### config.mk
export PLATFORM = sky130hd
export DESIGN_NAME = sadc_seq
export DESIGN_NICKNAME = d
export VERILOG_FILES = /design/src/rtl/sadc_pkg.sv /design/src/rtl/sadc_seq.sv
export VERILOG_INCLUDE_DIRS = /design/src /design/src/rtl
export SDC_FILE = /design/constraint.sdc
export NUM_CORES = 1
export LEC_CHECK = 0
export ABC_AREA = 1
export BUFFER_PORTS_ARGS = -buffer_cell sky130_fd_sc_hd__buf_2
export CAP_MARGIN = 20
export CORE_ASPECT_RATIO = 0.5
export CORE_UTILIZATION = 40
export CTS_BUF_LIST = sky130_fd_sc_hd__clkbuf_8
export DETAILED_ROUTE_END_ITERATION = 8
export PLACE_DENSITY = 0.61
export SLEW_MARGIN = 40
export SYNTH_ARGS = -nofsm -noshare
export SYNTH_HDL_FRONTEND = slang
export SYNTH_SLANG_ARGS = --single-unit
export TNS_END_PERCENT = 30
### constraint.sdc
create_clock -name pclk -period 6.6 [get_ports pclk]
set_clock_uncertainty 0.1 [all_clocks]
set_input_delay 1.65 -clock pclk [delete_from_list [all_inputs] [get_ports pclk]]
set_output_delay 1.65 -clock pclk [all_outputs]
set_load 0.1 [all_outputs]
### src/rtl/sadc_defs.svh
// register offsets, reset values and timing counts of the converter sequencer
`ifndef SADC_DEFS_SVH
`define SADC_DEFS_SVH
`define SADC_OFF_CTRL    8'h00
`define SADC_OFF_CHSEL   8'h04
`define SADC_OFF_STAT    8'h08
`define SADC_OFF_BHI     8'h0C
`define SADC_OFF_BLO     8'h10
`define SADC_OFF_RES0    8'h14
`define SADC_OFF_RES1    8'h18
`define SADC_OFF_RES2    8'h1C
`define SADC_OFF_RES3    8'h20
`define SADC_OFF_PWR     8'h24
`define SADC_RST_CTRL    13'h0000
`define SADC_RST_CHSEL   10'h000
`define SADC_RST_BHI     8'hFF
`define SADC_RST_BLO     8'h00
`define SADC_RST_RES     8'h00
`define SADC_SAR_MSB     8'h80
`define SADC_MSB_IDX     3'h7
`define SADC_NIB_IDX     3'h4
`define SADC_LAST_SLOT   2'h3
`define SADC_DAC_CH      2'h3
`define SADC_SAMPLE_TICKS 3'h3
`define SADC_BIT_TICKS   3'h3
`define SADC_STAT_DONE   0
`define SADC_STAT_BND    1
`endif

### src/rtl/sadc_pkg.sv
// types shared by the converter sequencer
`default_nettype none
package sadc_pkg;
    typedef enum logic [2:0] {
        SADC_FIXED_SINGLE = 3'h0,
        SADC_FIXED_CONT   = 3'h1,
        SADC_SCAN_SINGLE  = 3'h2,
        SADC_SCAN_CONT    = 3'h3,
        SADC_DUAL_CONT    = 3'h4
    } sadc_mode_type;
    typedef enum logic [1:0] {
        SADC_SRC_NONE  = 2'h0,
        SADC_SRC_TIMER = 2'h1,
        SADC_SRC_IMM   = 2'h2,
        SADC_SRC_EDGE  = 2'h3
    } sadc_src_type;
    typedef enum logic [3:0] {
        SADC_ST_IDLE   = 4'h1,
        SADC_ST_SAMPLE = 4'h2,
        SADC_ST_CONV   = 4'h4,
        SADC_ST_STORE  = 4'h8
    } sadc_state_type;
    typedef struct packed {
        logic       ie_bnd;
        logic       ie_done;
        logic [2:0] clkdiv;
        logic       dac_en;
        logic       enable;
        logic [1:0] src;
        logic       step;
        logic [2:0] mode;
    } sadc_ctrl_type;
    typedef struct packed {
        logic [1:0] dual_b;
        logic [1:0] dual_a;
        logic [3:0] scan_mask;
        logic [1:0] fixed_ch;
    } sadc_chsel_type;
endpackage
`default_nettype wire

### src/rtl/sadc_seq.sv
// converter sequencer: apb registers, start sources, sar control, limits and dac mode
// Behaviour
// - fixed single converts once into channel register
// - fixed continuous rotates results over four registers
// - fixed continuous flags done every four
// - continuous modes run until software stops
// - scan single converts each selected channel once
// - scan continuous flags per pass, restarts scan
// - dual mode stores a,b,a,b into slots
// - dual mode flags done every four conversions
// - single step converts one channel, then waits
// - timer overflow starts conversion when selected
// - timer overflows ignored during a conversion
// - immediate source starts conversion at once
// - pin edges start conversion, ignored while busy
// - compare upper nibble against limits early
// - inside early, compare full result later
// - limit enable clear suppresses limit interrupts
// - dac mode drives result three to pin
// - internal clock divided by one to eight
// - converter runs in idle, completion wakes when done interrupt is enabled
// - power down stops the converter
// - eight bit successive approximation with comparator
`include "sadc_defs.svh"
`default_nettype none
module sadc_seq (
    input  wire logic        pclk,
    input  wire logic        presetn,
    input  wire logic        psel,
    input  wire logic        penable,
    input  wire logic        pwrite,
    input  wire logic [7:0]  paddr,
    input  wire logic [31:0] pwdata,
    output logic      [31:0] prdata,
    output logic             pready,
    output logic             pslverr,
    input  wire logic        timer0_ovf,
    input  wire logic        external_trigger_pin,
    input  wire logic        cmp_out,
    output logic      [1:0]  mux_sel,
    output logic             sample_hold,
    output logic      [7:0]  dac_code,
    output logic             dac_pin_en,
    output logic             irq,
    output logic             wake
);
    sadc_pkg::sadc_ctrl_type  ctrl_q;
    sadc_pkg::sadc_chsel_type chsel_q;
    sadc_pkg::sadc_state_type st_q;
    logic [31:0] prdata_q;
    logic        pready_q, pslverr_q;
    logic [7:0]  bhi_q, blo_q;
    logic [7:0]  res_q [4];
    logic        done_q, bnd_q, idle_q, pd_q;
    logic        trig_s1_q, trig_s2_q, trig_s3_q, cmp_s1_q, cmp_s2_q;
    logic [2:0]  div_q, lim_q, ph_q, bit_q;
    logic        tick;
    logic [7:0]  sar_q;
    logic [1:0]  chan_q, slot_q, mux_q;
    logic        run_q, early_q, sample_q, dacen_q, irq_q, wake_q, imm_q;
    logic        acc, wr, imm_pulse, start_evt, go, abort, resolve, nib_out, full_out;
    logic        done_set, bnd_set, done_clr, bnd_clr, wr_res3;
    logic [7:0]  sar_res;
    logic [2:0]  nx_scan, first_scan;
    logic [1:0]  dest, nxt_ch, nxt_slot, init_ch;
    logic        fin, keep, chain;
    sadc_pkg::sadc_ctrl_type  wctrl;

    // lowest selected channel at or above lo; bit 2 flags that one exists
    function automatic logic [2:0] sel_from(input logic [3:0] m, input logic [2:0] lo);
        logic [2:0] r;
        r = 3'h0;
        for (int i = 3; i >= 0; i--) begin
            if (m[i] && (3'(i) >= lo)) begin
                r = {1'b1, 2'(i)};
            end
        end
        return r;
    endfunction

    assign prdata      = prdata_q;
    assign pready      = pready_q;
    assign pslverr     = pslverr_q;
    assign mux_sel     = mux_q;
    assign sample_hold = sample_q;
    assign dac_code    = sar_q;
    assign dac_pin_en  = dacen_q;
    assign irq         = irq_q;
    assign wake        = wake_q;

    // bus strobes; a write lands on the edge that sees pready high
    assign acc       = psel && penable && pready_q;
    assign wr        = acc && pwrite;
    assign wctrl     = pwdata[$bits(sadc_pkg::sadc_ctrl_type)-1:0];
    assign imm_pulse = wr && (paddr == `SADC_OFF_CTRL) && wctrl.enable
                       && (wctrl.src == sadc_pkg::SADC_SRC_IMM);
    assign wr_res3   = wr && (paddr == `SADC_OFF_RES3);
    assign done_clr  = wr && (paddr == `SADC_OFF_STAT) && pwdata[`SADC_STAT_DONE];
    assign bnd_clr   = wr && (paddr == `SADC_OFF_STAT) && pwdata[`SADC_STAT_BND];

    // one wait state per access; read data captured with pready
    always_ff @(posedge pclk or negedge presetn) begin
        if (!presetn) begin
            pready_q  <= 1'b0;
            pslverr_q <= 1'b0;
            prdata_q  <= 32'h0000_0000;
        end else begin
            pready_q  <= psel && penable && !pready_q;
            pslverr_q <= 1'b0;
            if (psel && penable && !pready_q) begin
                prdata_q <= 32'h0000_0000;
                unique case (paddr)
                    `SADC_OFF_CTRL:  prdata_q <= 32'(ctrl_q);
                    `SADC_OFF_CHSEL: prdata_q <= 32'(chsel_q);
                    `SADC_OFF_STAT:  prdata_q <= 32'({run_q, !st_q[0], bnd_q, done_q});
                    `SADC_OFF_BHI:   prdata_q <= 32'(bhi_q);
                    `SADC_OFF_BLO:   prdata_q <= 32'(blo_q);
                    `SADC_OFF_RES0:  prdata_q <= 32'(res_q[0]);
                    `SADC_OFF_RES1:  prdata_q <= 32'(res_q[1]);
                    `SADC_OFF_RES2:  prdata_q <= 32'(res_q[2]);
                    `SADC_OFF_RES3:  prdata_q <= 32'(res_q[3]);
                    `SADC_OFF_PWR:   prdata_q <= 32'({pd_q, idle_q});
                    default:         pslverr_q <= 1'b1;
                endcase
            end
        end
    end

    // software control registers
    always_ff @(posedge pclk or negedge presetn) begin
        if (!presetn) begin
            ctrl_q  <= `SADC_RST_CTRL;
            chsel_q <= `SADC_RST_CHSEL;
            bhi_q   <= `SADC_RST_BHI;
            blo_q   <= `SADC_RST_BLO;
            idle_q  <= 1'b0;
            pd_q    <= 1'b0;
        end else if (wr) begin
            if (paddr == `SADC_OFF_CTRL)  ctrl_q  <= wctrl;
            if (paddr == `SADC_OFF_CHSEL) chsel_q <= pwdata[$bits(sadc_pkg::sadc_chsel_type)-1:0];
            if (paddr == `SADC_OFF_BHI)   bhi_q   <= pwdata[7:0];
            if (paddr == `SADC_OFF_BLO)   blo_q   <= pwdata[7:0];
            if (paddr == `SADC_OFF_PWR)   {pd_q, idle_q} <= pwdata[1:0];
        end
    end

    // pin and comparator cross domains; immediate start waits a cycle for the enable to land
    always_ff @(posedge pclk or negedge presetn) begin
        if (!presetn) begin
            {trig_s1_q, trig_s2_q, trig_s3_q} <= 3'h0;
            {cmp_s1_q, cmp_s2_q, imm_q}       <= 3'h0;
        end else begin
            trig_s1_q <= external_trigger_pin;
            trig_s2_q <= trig_s1_q;
            trig_s3_q <= trig_s2_q;
            cmp_s1_q  <= cmp_out;
            cmp_s2_q  <= cmp_s1_q;
            imm_q     <= imm_pulse;
        end
    end

    // start only accepted while idle, so busy-time triggers fall away
    always_comb begin
        unique case (sadc_pkg::sadc_src_type'(ctrl_q.src))
            sadc_pkg::SADC_SRC_TIMER: start_evt = timer0_ovf;
            sadc_pkg::SADC_SRC_EDGE:  start_evt = trig_s2_q ^ trig_s3_q;
            default:                  start_evt = 1'b0;
        endcase
        start_evt = start_evt || imm_q;
    end
    assign abort = !ctrl_q.enable || pd_q || ctrl_q.dac_en;
    assign go    = st_q[0] && start_evt && !abort;

    // divider: ratio reloads only at a tick, so a rewrite never cuts a running period short
    always_ff @(posedge pclk or negedge presetn) begin
        if (!presetn) begin
            {div_q, lim_q} <= 6'h00;
        end else begin
            div_q <= tick ? 3'h0 : div_q + 3'h1;
            if (tick) lim_q <= ctrl_q.clkdiv;
        end
    end
    assign tick = (div_q >= lim_q);

    // limit checks on the upper nibble, then on the whole byte
    assign sar_res  = cmp_s2_q ? sar_q : (sar_q & ~(8'h01 << bit_q));
    assign resolve  = st_q[2] && tick && (ph_q == `SADC_BIT_TICKS);
    assign nib_out  = (sar_res[7:4] > bhi_q[7:4]) || (sar_res[7:4] < blo_q[7:4]);
    assign full_out = (sar_res > bhi_q) || (sar_res < blo_q);

    // where the finished result goes and what follows it
    always_comb begin
        nx_scan    = sel_from(chsel_q.scan_mask, {1'b0, chan_q} + 3'h1);
        first_scan = sel_from(chsel_q.scan_mask, 3'h0);
        dest       = chan_q;
        nxt_ch     = chan_q;
        nxt_slot   = slot_q + 2'h1;
        fin        = 1'b1;
        keep       = 1'b0;
        unique case (sadc_pkg::sadc_mode_type'(ctrl_q.mode))
            sadc_pkg::SADC_FIXED_CONT: begin
                dest = slot_q;
                fin  = (slot_q == `SADC_LAST_SLOT);
                keep = 1'b1;
            end
            sadc_pkg::SADC_SCAN_SINGLE: begin
                fin    = !nx_scan[2] || ctrl_q.step;
                keep   = nx_scan[2];
                nxt_ch = nx_scan[1:0];
            end
            sadc_pkg::SADC_SCAN_CONT: begin
                fin    = !nx_scan[2] || ctrl_q.step;
                keep   = 1'b1;
                nxt_ch = nx_scan[2] ? nx_scan[1:0] : first_scan[1:0];
            end
            sadc_pkg::SADC_DUAL_CONT: begin
                dest   = slot_q;
                fin    = (slot_q == `SADC_LAST_SLOT);
                keep   = 1'b1;
                nxt_ch = slot_q[0] ? chsel_q.dual_a : chsel_q.dual_b;
            end
            default: fin = 1'b1;
        endcase
        chain = keep && !ctrl_q.step && (ctrl_q.src == sadc_pkg::SADC_SRC_IMM);
        unique case (sadc_pkg::sadc_mode_type'(ctrl_q.mode))
            sadc_pkg::SADC_SCAN_SINGLE, sadc_pkg::SADC_SCAN_CONT: init_ch = first_scan[1:0];
            sadc_pkg::SADC_DUAL_CONT: init_ch = chsel_q.dual_a;
            default:                  init_ch = chsel_q.fixed_ch;
        endcase
    end

    // conversion state machine
    always_ff @(posedge pclk or negedge presetn) begin
        if (!presetn) begin
            st_q     <= sadc_pkg::SADC_ST_IDLE;
            run_q    <= 1'b0;
            chan_q   <= 2'h0;
            slot_q   <= 2'h0;
            ph_q     <= 3'h0;
            bit_q    <= 3'h0;
            sample_q <= 1'b0;
            early_q  <= 1'b0;
        end else if (abort) begin
            st_q     <= sadc_pkg::SADC_ST_IDLE;
            run_q    <= 1'b0;
            sample_q <= 1'b0;
        end else begin
            unique case (st_q)
                sadc_pkg::SADC_ST_IDLE: if (go) begin
                    st_q     <= sadc_pkg::SADC_ST_SAMPLE;
                    run_q    <= 1'b1;
                    sample_q <= 1'b1;
                    ph_q     <= 3'h0;
                    if (!run_q) begin
                        chan_q <= init_ch;
                        slot_q <= 2'h0;
                    end
                end
                sadc_pkg::SADC_ST_SAMPLE: if (tick) begin
                    ph_q <= ph_q + 3'h1;
                    if (ph_q == `SADC_SAMPLE_TICKS) begin
                        st_q     <= sadc_pkg::SADC_ST_CONV;
                        sample_q <= 1'b0;
                        ph_q     <= 3'h0;
                        bit_q    <= `SADC_MSB_IDX;
                        early_q  <= 1'b0;
                    end
                end
                sadc_pkg::SADC_ST_CONV: if (tick) begin
                    ph_q <= ph_q + 3'h1;
                    if (resolve) begin
                        ph_q  <= 3'h0;
                        bit_q <= bit_q - 3'h1;
                        if (bit_q == `SADC_NIB_IDX) early_q <= nib_out;
                        if (bit_q == 3'h0) st_q <= sadc_pkg::SADC_ST_STORE;
                    end
                end
                sadc_pkg::SADC_ST_STORE: begin
                    chan_q   <= nxt_ch;
                    slot_q   <= nxt_slot;
                    run_q    <= keep;
                    st_q     <= chain ? sadc_pkg::SADC_ST_SAMPLE : sadc_pkg::SADC_ST_IDLE;
                    sample_q <= chain;
                    ph_q     <= 3'h0;
                end
                default: st_q <= sadc_pkg::SADC_ST_IDLE;
            endcase
        end
    end

    // sar word doubles as the dac code; in dac mode it follows result three
    always_ff @(posedge pclk or negedge presetn) begin
        if (!presetn) begin
            sar_q   <= `SADC_RST_RES;
            mux_q   <= 2'h0;
            dacen_q <= 1'b0;
        end else begin
            dacen_q <= ctrl_q.dac_en;
            mux_q   <= ctrl_q.dac_en ? `SADC_DAC_CH : chan_q;
            if (ctrl_q.dac_en) begin
                sar_q <= res_q[3];
            end else if (st_q[1] && tick && ph_q == `SADC_SAMPLE_TICKS) begin
                sar_q <= `SADC_SAR_MSB;
            end else if (resolve) begin
                sar_q <= (bit_q == 3'h0) ? sar_res : (sar_res | (8'h01 << (bit_q - 3'h1)));
            end
        end
    end

    // result registers; hardware store wins over a software write of slot three
    always_ff @(posedge pclk or negedge presetn) begin
        if (!presetn) begin
            for (int i = 0; i < 4; i++) res_q[i] <= `SADC_RST_RES;
        end else begin
            if (wr_res3) res_q[3] <= pwdata[7:0];
            if (st_q[3] && !abort) res_q[dest] <= sar_q;
        end
    end

    // status flags: set beats a same-cycle clear
    assign done_set = st_q[3] && !abort && fin;
    assign bnd_set  = resolve && !abort && !early_q && ((bit_q == `SADC_NIB_IDX && nib_out)
                      || (bit_q == 3'h0 && full_out));
    always_ff @(posedge pclk or negedge presetn) begin
        if (!presetn) begin
            done_q <= 1'b0;
            bnd_q  <= 1'b0;
        end else begin
            done_q <= done_set || (done_q && !done_clr);
            bnd_q  <= bnd_set || (bnd_q && !bnd_clr);
        end
    end

    // request line and idle wake-up
    always_ff @(posedge pclk or negedge presetn) begin
        if (!presetn) begin
            irq_q  <= 1'b0;
            wake_q <= 1'b0;
        end else begin
            irq_q  <= (done_q && ctrl_q.ie_done) || (bnd_q && ctrl_q.ie_bnd);
            wake_q <= idle_q && done_q && ctrl_q.ie_done;
        end
    end
endmodule
`default_nettype wire
==> metrics.md, run 1 <==
| Metric | Value |
|---|---|
| Asr flop ratio synth | `1.00` |
| Crit path DAT | `roughly 3.5 ns` |
| Final Cycle Share | `0.498` |
| Hold buffer count at cts | `0` |
| Setup CP Type | `in2reg` |
| Worst setup EP type | `flop` |
| Status | `finished clean` |
| DR vias | `approximately 6.2k` |
| Clock Sinks | `around 130` |
| Yosys warns | `0` |
| Setup Fix Bufs, Post-CTS | `0` |
| Worst r2r dst | `dac_code[0]$_DFFE_PN0P_` |
| Vias in the first global route | `5,895` |
| Hold wc startpoint | `cmp_s1_q$_DFF_PN0_` |
| Area Growth Syn to Fin | `11.5%` |
| Slew of the pin with the lowest slew margin | `0.753 ns` |
| Worst-skew pair later-pin latency | `roughly 0.44 ns` |
| Cells after synthesis | `around 900` |
| N_diodes | `0` |
| H-tree Lvls | `4` |
| Prevailing post-synth register cell | `dfrtp_1` |
| Drt total wl | `around 20,000 um` |
| Max-cap violations | `0` |
| Crit path cell chain | `buf_2 > nor2_1 > nand2_1 > nor2_2 > nand2_1 > inv_2 > nand2_1 > nand2_1 > o21ai_1` |
| Routed Antenna Nets | `0` |
| Clk slew on worst S/H paths | `around 0.080 ns` |
| Root Buffer | `clkbuf_8` |
| RSZ-0062 raised after global routing | `false` |
| Area of the multi-input gates | `~0.0034 sq mm` |
| Post-CTS resize count | `0` |
| EDFF count, synth | `0` |
| Layout cell share with drive strength beyond 1 | `0.181` |
| Drt pass-1 iters | `6` |
| CP max-delay cell | `nand2_1` |
| FF/Latch Area | `~0.0033 sq mm` |
| Hold Path Depth | `0` |
| Slew Limit Fails | `0` |
| Peak supply drop | `0.113 mV` |
| Setup TNS | `0 ns` |
| Setup violations, final | `0` |
| Static leakage | `4.11 nW` |
| CP max stage delay | `approximately 0.41 ns` |
| Post-route cell area | `approximately 0.0082 sq mm` |
| Synthesized area | `approximately 0.0073 sq mm` |
| CTS tree | `built` |
| Mean Syn Cell Area | `approximately 8 sq um` |
| Internal reg-to-reg setup slack | `approximately 3.8 ns` |
| Crit start category | `primary input` |
| GP Congestion | `approximately 0.96` |
| Register bit total from synthesis | `132` |
| Post-layout nets | `1,038` |
| First-pass GRT wire length | `32,200 um` |
| Initial core utilization | `0.416` |
| Worst Hold Class | `reg2reg` |
| DP HPWL | `about 15,000 um` |
| Starting DRT DRC Count | `652` |
| Port bufs | `57` |
| Buffer levels on the longest clock path | `2` |
| Routed wire length per instance | `~17 um` |
| Max_slew headroom | `0.496` |
| Sequential fraction of the synthesis area | `0.452` |
| Total gr overflow | `0` |
| Hold Path Sink | `cmp_s2_q$_DFF_PN0_` |
| Core Footprint | `~0.018 sq mm` |
| DIE AREA | `about 0.019 sq mm` |
| I/O pins | `96` |
| F_max | `304 MHz` |
| Most used cell along the critical path | `nand2_1` |
| Post-placement cell area | `roughly 0.0078 sq mm` |
| Standard-cell row count | `34` |
| Total track usage | `0.221` |
| Pwr dens | `205 mW/mm^2` |
| Post-route DRC violation count | `0` |
| Post-DR vias/cell | `just over 5` |
| Launch point of the worst reg-to-reg path | `div_q[2]$_DFF_PN0_` |
| Final hold vios | `0` |
| CTS buffer count | `17` |
| Worst-path fanout max | `20` |
| CP required | `6.80 ns` |
| Final Critical Period | `approximately 3.3 ns` |
| Chip height | `slightly below 100 um` |
| Synth cell types | `between 40 and 50` |
| Die Width | `194 um` |
| Register-to-Register Path Depth | `9` |
| Fillers | `~1.8k` |
| Initial antenna violation count | `0` |
| Pin count of the biggest net entering global routing | `71` |
==> layer usage <==
layer / vias up / GRT usage / wire (um)
li1: 3035 / - / -
met1: 2960 / 0.327 / 9620
met2: 239 / 0.331 / 8740
met3: 14 / 0.0463 / 1540
met4: 0 / 0.0523 / 153
met5: - / 0 / 0
==> how the worst max path moves through the flow <==
stage                        start                endpoint  slack, ns  cells past startpoint
after CTS                 paddr[1]  chsel_q[1]$_DFFE_PN0P_       3.35                      9
after detailed placement  paddr[1]  chsel_q[6]$_DFFE_PN0P_       2.94                      9
final                     paddr[1]  chsel_q[1]$_DFFE_PN0P_       3.31                      9
after floorplan           paddr[1]  chsel_q[6]$_DFFE_PN0P_       3.62                      9
after global routing      paddr[1]  chsel_q[1]$_DFFE_PN0P_       3.07                      9
after global placement     penable       pslverr$_DFF_PN0_       2.94                      5
==> per-stage QoR <==
stage | total power, mW | hold slack [ns] | std cells | worst slack (ns) | util
6_report | 1.68 | 0.255 | 1206 | 3.31 | 0.463
5_1_grt | 1.74 | 0.261 | 1206 | 3.07 | 0.463
4_1_cts | 1.69 | 0.259 | 1206 | 3.35 | 0.463
3_5_place_dp | 0.951 | 0.236 | 1175 | 2.94 | 0.439
3_3_place_gp | 0.950 | 0.234 | 1175 | 2.94 | 0.439
2_1_floorplan | 0.920 | 0.231 | 919 | 3.62 | -
==> worst max-delay path: cells and delay by family <==
| kind | cells | cell delay (ns) |
|---|---|---|
| compound gates | 1 | 0.08 |
| buf+inv | 2 | 0.29 |
| simple gates | 6 | 1.46 |
==> registers in the layout, indices dropped and copies added (netlist names), 2 cells and up <==
signal and count:
chan_q 2, res_q 32, div_q 3, bit_q 3, bhi_q 8, lim_q 3
st_q 4, chsel_q 10, ctrl_q 13, blo_q 8, mux_sel 2, dac_code 8
prdata 13, slot_q 2, ph_q 3
==> synth_stat cells (6+ instances only) <==
| master | instances | area [sq um] |
|---|---|---|
| nand2_1 | 232 | 871 |
| dfrtp_1 | 123 | 3080 |
| inv_1 | 99 | 372 |
| o21ai_1 | 71 | 355 |
| nand3_1 | 52 | 260 |
| nor2_1 | 46 | 173 |
| o21ai_0 | 35 | 175 |
| a21oi_1 | 33 | 165 |
| ha_1 | 30 | 375 |
| o21ai_2 | 26 | 228 |
| buf_4 | 19 | 143 |
| inv_2 | 18 | 67.6 |
| o22ai_1 | 11 | 68.8 |
| a31oi_1 | 9 | 56.3 |
| dfstp_2 | 9 | 236 |
| buf_2 | 8 | 40.0 |
| nand2_2 | 8 | 50.1 |
| nand4_1 | 8 | 50.1 |
| nor3_1 | 7 | 35.0 |
| clkbuf_1 | 6 | 22.5 |
==> cell usage in the layout (no fill, tap or decap), types with 3 or more instances in the layout <==
cell	count
clkinvlp_4	3
nor3_1	7
o21ai_1	71
nand2_2	8
inv_1	100
nand4_1	8
o21ai_4	3
o21ai_2	26
dfrtp_1	123
bufinv_16	3
nor2_1	45
nand3_4	4
o22ai_1	11
o211ai_1	3
nand3_1	52
o21ai_0	35
nand2_1	232
buf_2	56
a31oi_1	9
inv_2	18
inv_4	4
dfstp_2	9
clkbuf_8	20
a21oi_1	33
ha_1	30
o2111ai_1	5
conb_1	19
nor2_2	5
==> where the power goes <==
group,leakage (nW),switching [mW],internal [mW]
Sequential,1.71,0.00309,0.813
Clock,0.209,0.339,0.404
Combinational,2.19,0.104,0.0147
Total,4.11,0.446,1.23
==> layout make-up <==
type,instances,area share
tap,234,0.0358
inverter,122,0.0573
clock buffer,20,0.0336
sequential,132,0.405
clock inverter,11,0.0185
timing repair buffer,59,0.0379
multi-input combinational,628,0.412
==> cells by family (layout without fill, tap and decap cells) <==
family,after synthesis,count (layout),share of synthesized area
other,1,19,0.000511
xor gates and xnor gates,2,2,0.00239
AOI/OAI and AO/OA,203,203,0.167
muxes,1,1,0.00153
buffers and inverters,159,212,0.0992
adders and majority gates,30,30,0.0511
and+or+nand+nor,373,373,0.227
DFF,132,132,0.452
Note: power is estimated with default switching activity, not from simulation.
==> run 2: changes to the inputs <==
Settings changed: ABC_AREA 1 to 0, PLACE_DENSITY 0.61 to 0.63.
Clock period 6.6 ns to 2.74 ns, I/O delays scaled along.
==> run 2 against run 1 <==
Via count decreased by 4.9%. Cell count decreased by 12%. Sequential cell count unchanged. Critical path type is now reg2reg. Critical endpoint is now chan_q[1]$_DFFE_PN0P_.
==> metrics.md, run 2 <==
| Metric | Value |
|---|---|
| Status | `finished clean` |
| Pre-CTS setup slack | `around 0.11 ns` |
| Max_slew headroom | `0.588` |
| Cells after synthesis | `719` |
| Root Buffer | `clkbuf_8` |
| Post-synth top cells | `dfrtp_1, mux2_2, nand2_1, nor2_1, o21ai_0` |
| Vias in the first global route | `roughly 5.8k` |
| Port bufs | `57` |
| First-pass GRT wire length | `between 30,000 and 40,000 um` |
| Register bit total from synthesis | `~130` |
| Yosys warns | `0` |
| Slew Limit Fails | `0` |
| EDFF count, synth | `0` |
| Crit path DAT | `about 2.8 ns` |
| GP Congestion | `~0.93` |
| Share of the synthesized area in the top cell type | `0.418` |
| CTS tree | `built` |
| Most frequent cells in the layout | `dfrtp_1, mux2_2, nand2_1, buf_2` |
| Area contributors post-synth | `dfrtp_1, mux2_2, ha_1, dfstp_2, o21ai_0` |
| Post-route cell area | `0.00853 sq mm` |
| Post-layout nets | `approximately 900` |
| Static leakage | `between 4 and 5 nW` |
| Final hold vios | `0` |
| Sequential fraction of the synthesis area | `0.450` |
| Worst setup EP type | `flop` |
| Pwr dens | `496 mW/mm^2` |
| Total track usage | `0.222` |
| Post-placement cell area | `0.00812 sq mm` |
| Top-count cell post-synth | `dfrtp_1` |
| Worst Hold Class | `in2async` |
| Clk slew on worst S/H paths | `roughly 0.090 ns` |
| Asr flop ratio synth | `1.00` |
| RSZ-0062 raised after global routing | `false` |
| Max FFs per register | `32` |
| Worst-path fanout max | `5` |
| Setup TNS | `0 ns` |
| Most common cell after layout, fill and taps aside | `dfrtp_1` |
| Peak supply drop | `around 0.27 mV` |
| Total gr overflow | `0` |
| Starting DRT DRC Count | `just over 400` |
| Drt total wl | `20,300 um` |
| WHS | `0.0710 ns` |
| Standard-cell row count | `34` |
| Synth cell types | `74` |
| N_diodes | `0` |
| Initial antenna violation count | `0` |
| Routed Antenna Nets | `0` |
| Core Footprint | `~0.018 sq mm` |
| Slew of the pin with the lowest slew margin | `0.610 ns` |
| Chip height | `97.9 um` |
| Post-route DRC violation count | `0` |
| Clock Sinks | `approximately 130` |
| Setup CP Type | `reg2reg` |
| Post-DR vias/cell | `5.61` |
| Layout cell share with drive strength beyond 1 | `0.293` |
| Final Critical Period | `around 2.5 ns` |
| Synthesized area | `0.00736 sq mm` |
| Post-route setup slack | `about 0.23 ns` |
| Prevailing post-synth register cell | `dfrtp_1` |
| Pin count of the biggest net entering global routing | `60` |
| Crit start category | `flop` |
| Post-CTS resize count | `0` |
| Setup Fix Bufs, Post-CTS | `0` |
| Area Growth Syn to Fin | `15.9%` |
| Worst-skew pair later-pin latency | `0.45 ns` |
| Buffer levels on the longest clock path | `2` |
| Setup violations, final | `0` |
| CP required | `~3 ns` |
| CTS buffer count | `17` |
| Routed wire length per instance | `between 15 and 20 um` |
| DIE AREA | `approximately 0.019 sq mm` |
| Final Cycle Share | `0.918` |
| Max-cap violations | `0` |
| Mean Syn Cell Area | `10.2 sq um` |
| Top reg by flops | `res_q` |
| Die Width | `194 um` |
| I/O pins | `between 90 and 100` |
| Hold buffer count at cts | `0` |
| DR vias | `~5.9k` |
| Initial core utilization | `0.416` |
| Drt pass-1 iters | `5` |
| H-tree Lvls | `4` |
| DP HPWL | `roughly 15,000 um` |
| Yosys top cell by area | `dfrtp_1` |
| F_max | `398 MHz` |
-- run 2: changes by cell type after synthesis, moves of 24 or more --
cell,before,now
nand2_1,232,56
o21ai_2,26,2
mux2_2,0,58
inv_1,99,37
o21ai_1,71,2
nand3_1,52,15
-- run 2: cell families (layout without fill, tap and decap cells) --
kind of cell	after synthesis	after routing	synth area share
AOI/OAI and AO/OA	181	181	0.161
and+or+nand+nor	194	194	0.140
DFF	132	132	0.450
xor gates and xnor gates	6	6	0.00714
adders and majority gates	30	30	0.0510
muxes	84	84	0.129
buffers and inverters	91	179	0.0616
other	1	19	0.000510
-- run 2: per-layer routing --
metal | vias up | routed length [um] | track usage
li1 | 2742 | - | -
met1 | 2932 | 9870 | 0.330
met2 | 238 | 8570 | 0.320
met3 | 30 | 1570 | 0.0518
met4 | 0 | 276 | 0.0623
met5 | - | 0 | 0
-- run 2: power breakdown --
part | switching (mW) | total [mW] | internal (mW)
sequential | 0.0177 | 1.99 | 1.97
combinational | 0.437 | 0.558 | 0.121
clock | 0.838 | 1.68 | 0.842
total | 1.29 | 4.23 | 2.93
-- run 2: metrics by stage --
step	cells	power [mW]	utilization
CTS	1059	4.25	0.481
floorplan	737	2.42	-
finish	1059	4.23	0.482
global placement	1027	2.57	0.459
global route	1059	4.38	0.482
detailed placement	1027	2.58	0.459
-- run 2: worst paths after layout --
check	depth (start not counted)	to	start	slack [ns]
setup / recovery	8	chan_q[1]$_DFFE_PN0P_	bit_q[0]$_DFFE_PN0P_	0.23
hold / removal	1	bit_q[0]$_DFFE_PN0P_	presetn	0.07
setup reg to reg	8	chan_q[1]$_DFFE_PN0P_	bit_q[0]$_DFFE_PN0P_	0.23
hold reg to reg	0	cmp_s2_q$_DFF_PN0_	cmp_s1_q$_DFF_PN0_	0.26
max in group asynchronous	2	bhi_q[4]$_DFFE_PN1P_	presetn	1.74
min in group pclk	1	trig_s1_q$_DFF_PN0_	external_trigger_pin	0.24
-- run 2: worst max-delay path, cell delays in order, from the launching register on --
cell and delay [ns]:
dfrtp_1 0.42, inv_1 0.15, ha_2 0.26, nand2b_1 0.15, nand2_1 0.09, a31oi_1 0.13, or2_2 0.38, nor3_1 0.33
mux2_2 0.38
-- run 2: final cells by class --
class / count / area [sq um]
fillers: 1631 / 9170
multi-input cells: 514 / 3670
flip-flops and latches: 132 / 3310
repair buffers: 109 / 707
well taps: 234 / 293
clock buffers: 18 / 248
clock inverters: 14 / 151
inverters: 38 / 143
==> run 3: changes to the inputs <==
Settings changed: ABC_AREA 0 to 1.
==> run 3 against run 2 <==
Count of clock-buffer cells in the layout up 1. Utilization decreased by 0.60 points. Clock power grew 20%. Hold slack better by 0.045 ns. Largest cell class unchanged. Critical path type unchanged. Cell count rose by 16%. Final area is 1.5% lower. Via count is 6.2% higher. Total power up 1.2%.
==> metrics.md, run 3 (same netlist as run 1, synthesis figures left out) <==
| Metric | Value |
|---|---|
| Crit path cell chain | `ha_1 > a31oi_1 > ha_1 > nand4_1 > or2_2 > nor2_1 > o21ai_0 > nand2_1 > nand2_1 > nand2_1 > nand2_1 > nand2_1 > nand2_1` |
| Standard-cell row count | `34` |
| Setup CP Type | `reg2reg` |
| Comb power frac | `0.068` |
| CP required | `2.96 ns` |
| Most common cell after layout, fill and taps aside | `nand2_1` |
| H-tree Lvls | `4` |
| CP max-delay cell | `dfrtp_1` |
| Status | `finished clean` |
| NetSw | `approximately 1.1 mW` |
| Max-cap violations | `0` |
| Most used cell along the critical path | `nand2_1` |
| Crit path DAT | `about 2.8 ns` |
| Post-route DRC violation count | `0` |
| Layout cell share with drive strength beyond 1 | `0.202` |
| Top reg by flops | `res_q` |
| Final Critical Period | `approximately 2.5 ns` |
| First-pass GRT wire length | `~32,000 um` |
| Total track usage | `0.221` |
| Final hold vios | `0` |
| Slew Limit Fails | `0` |
| Power, Total | `roughly 4.3 mW` |
| Total gr overflow | `0` |
| Switching fraction of total power | `0.246` |
| DR vias | `6,310` |
| CP max stage delay | `about 0.44 ns` |
| GP Congestion | `0.928` |
| Pin count of the biggest net entering global routing | `around 60` |
| Drt total wl | `roughly 20,000 um` |
| Core Footprint | `between 0.015 and 0.02 sq mm` |
| Post-layout nets | `1,056` |
| Worst Hold Class | `in2async` |
| Static leakage | `about 4.2 nW` |
| Crit start category | `flop` |
| Internal reg-to-reg setup slack | `between 0.2 and 0.25 ns` |
| Hold buffer count at cts | `0` |
| CTS tree | `built` |
| Post-CTS resize count | `0` |
| RSZ-0062 raised after global routing | `false` |
| Sequential share of power | `0.460` |
| Final Cycle Share | `0.925` |
| Port bufs | `57` |
| Routed wire length per instance | `16.3 um` |
| P_int | `roughly 3.2 mW` |
| Area of the multi-input gates | `approximately 0.0034 sq mm` |
| Initial antenna violation count | `0` |
| Clk slew on worst S/H paths | `roughly 0.090 ns` |
| Area Growth Syn to Fin | `14.5%` |
| Fillers | `between 1.5k and 2k` |
| Chip height | `~100 um` |
| Post-DR vias/cell | `between 5 and 6` |
| DP HPWL | `15,200 um` |
| Max FFs per register | `32` |
| Worst-skew pair later-pin latency | `0.44 ns` |
| Most frequent cells in the layout | `nand2_1, dfrtp_1, inv_1` |
| Worst-path fanout max | `5` |
| CTS buffer count | `17` |
| Clock Sinks | `about 130` |
| DIE AREA | `0.0189 sq mm` |
| Pwr dens | `509 mW/mm^2` |
| I/O pins | `96` |
| FF/Latch Area | `0.00332 sq mm` |
| Top delay family on crit path | `simple AND/OR/NAND/NOR gates` |
| Drt pass-1 iters | `6` |
| Placed cell count | `1,193` |
| Worst setup EP type | `flop` |
| Peak supply drop | `about 0.27 mV` |
| Setup TNS | `0 ns` |
| Crit path buf inv count | `0` |
| Final Non-Filler Cells | `approximately 1.2k` |
| Slew of the pin with the lowest slew margin | `roughly 0.65 ns` |
| N_diodes | `0` |
| Setup violations, final | `0` |
| Buffer levels on the longest clock path | `2` |
| Initial core utilization | `0.416` |
| Die Width | `about 190 um` |
| Clock Power Share | `0.472` |
| Routed Antenna Nets | `0` |
| Vias in the first global route | `between 6k and 7k` |
| WHS | `approximately 0.12 ns` |
| F_max | `a little under 400 MHz` |
| Root Buffer | `clkbuf_8` |
| Max_slew headroom | `0.568` |
| Starting DRT DRC Count | `690` |
| Setup Fix Bufs, Post-CTS | `0` |
==> run 3: changes by cell type in the layout (fill, tap and decap cells not counted), moves of 11 or more <==
cell | previous run | this run
nand2_1 | 56 | 232
o21ai_1 | 3 | 71
inv_1 | 37 | 98
mux2_2 | 58 | 0
nand3_1 | 15 | 52
buf_4 | 50 | 19
o21ai_2 | 2 | 26
inv_2 | 0 | 20
mux2i_1 | 19 | 0
a22oi_1 | 13 | 0
nor2b_1 | 11 | 0
==> run 3: path summary, 6_finish.rpt <==
kind | start | to | depth (start not counted)
min in group pclk | cmp_out | cmp_s1_q$_DFF_PN0_ | 1
hold reg to reg | cmp_s1_q$_DFF_PN0_ | cmp_s2_q$_DFF_PN0_ | 0
max in group asynchronous | presetn | bhi_q[6]$_DFFE_PN1P_ | 2
hold / removal | presetn | res_q[10]$_DFFE_PN0P_ | 1
setup reg to reg | bit_q[1]$_DFFE_PN0P_ | bnd_q$_DFF_PN0_ | 13
setup / recovery | bit_q[1]$_DFFE_PN0P_ | bnd_q$_DFF_PN0_ | 13
==> run 3: layer usage <==
layer	vias up	GRT usage	routed length [um]
met5	-	0	0
met4	0	0.0480	178
met3	18	0.0428	1290
met2	200	0.330	8480
met1	3016	0.330	9970
li1	3076	-	-
==> run 3: final cells by class <==
| type | instances | area share |
|---|---|---|
| Clock inverter | 13 | 0.0271 |
| Clock buffer | 19 | 0.0311 |
| Multi-Input combinational cell | 628 | 0.402 |
| Tap cell | 234 | 0.0348 |
| Sequential cell | 132 | 0.395 |
| Inverter | 122 | 0.0558 |
| Timing Repair Buffer | 77 | 0.0541 |
==> run 3: power groups by stage <==
stage	sequential, mW	combinational [mW]	clock [mW]
3_3_place_gp	2.00	0.291	0
4_1_cts	1.97	0.294	2.06
5_1_grt	1.97	0.312	2.13
6_report	1.97	0.292	2.02
2_1_floorplan	2.03	0.186	0
3_5_place_dp	2.00	0.293	0
==> run 3: through the flow <==
stage	utilization	worst slack (ns)	cell area, sq um
detailed placement	0.447	0.147	7900
global placement	0.447	0.168	7900
finish	0.476	0.205	8400
floorplan	-	0.0279	7410
CTS	0.475	0.106	8390
global route	0.476	0.00651	8400
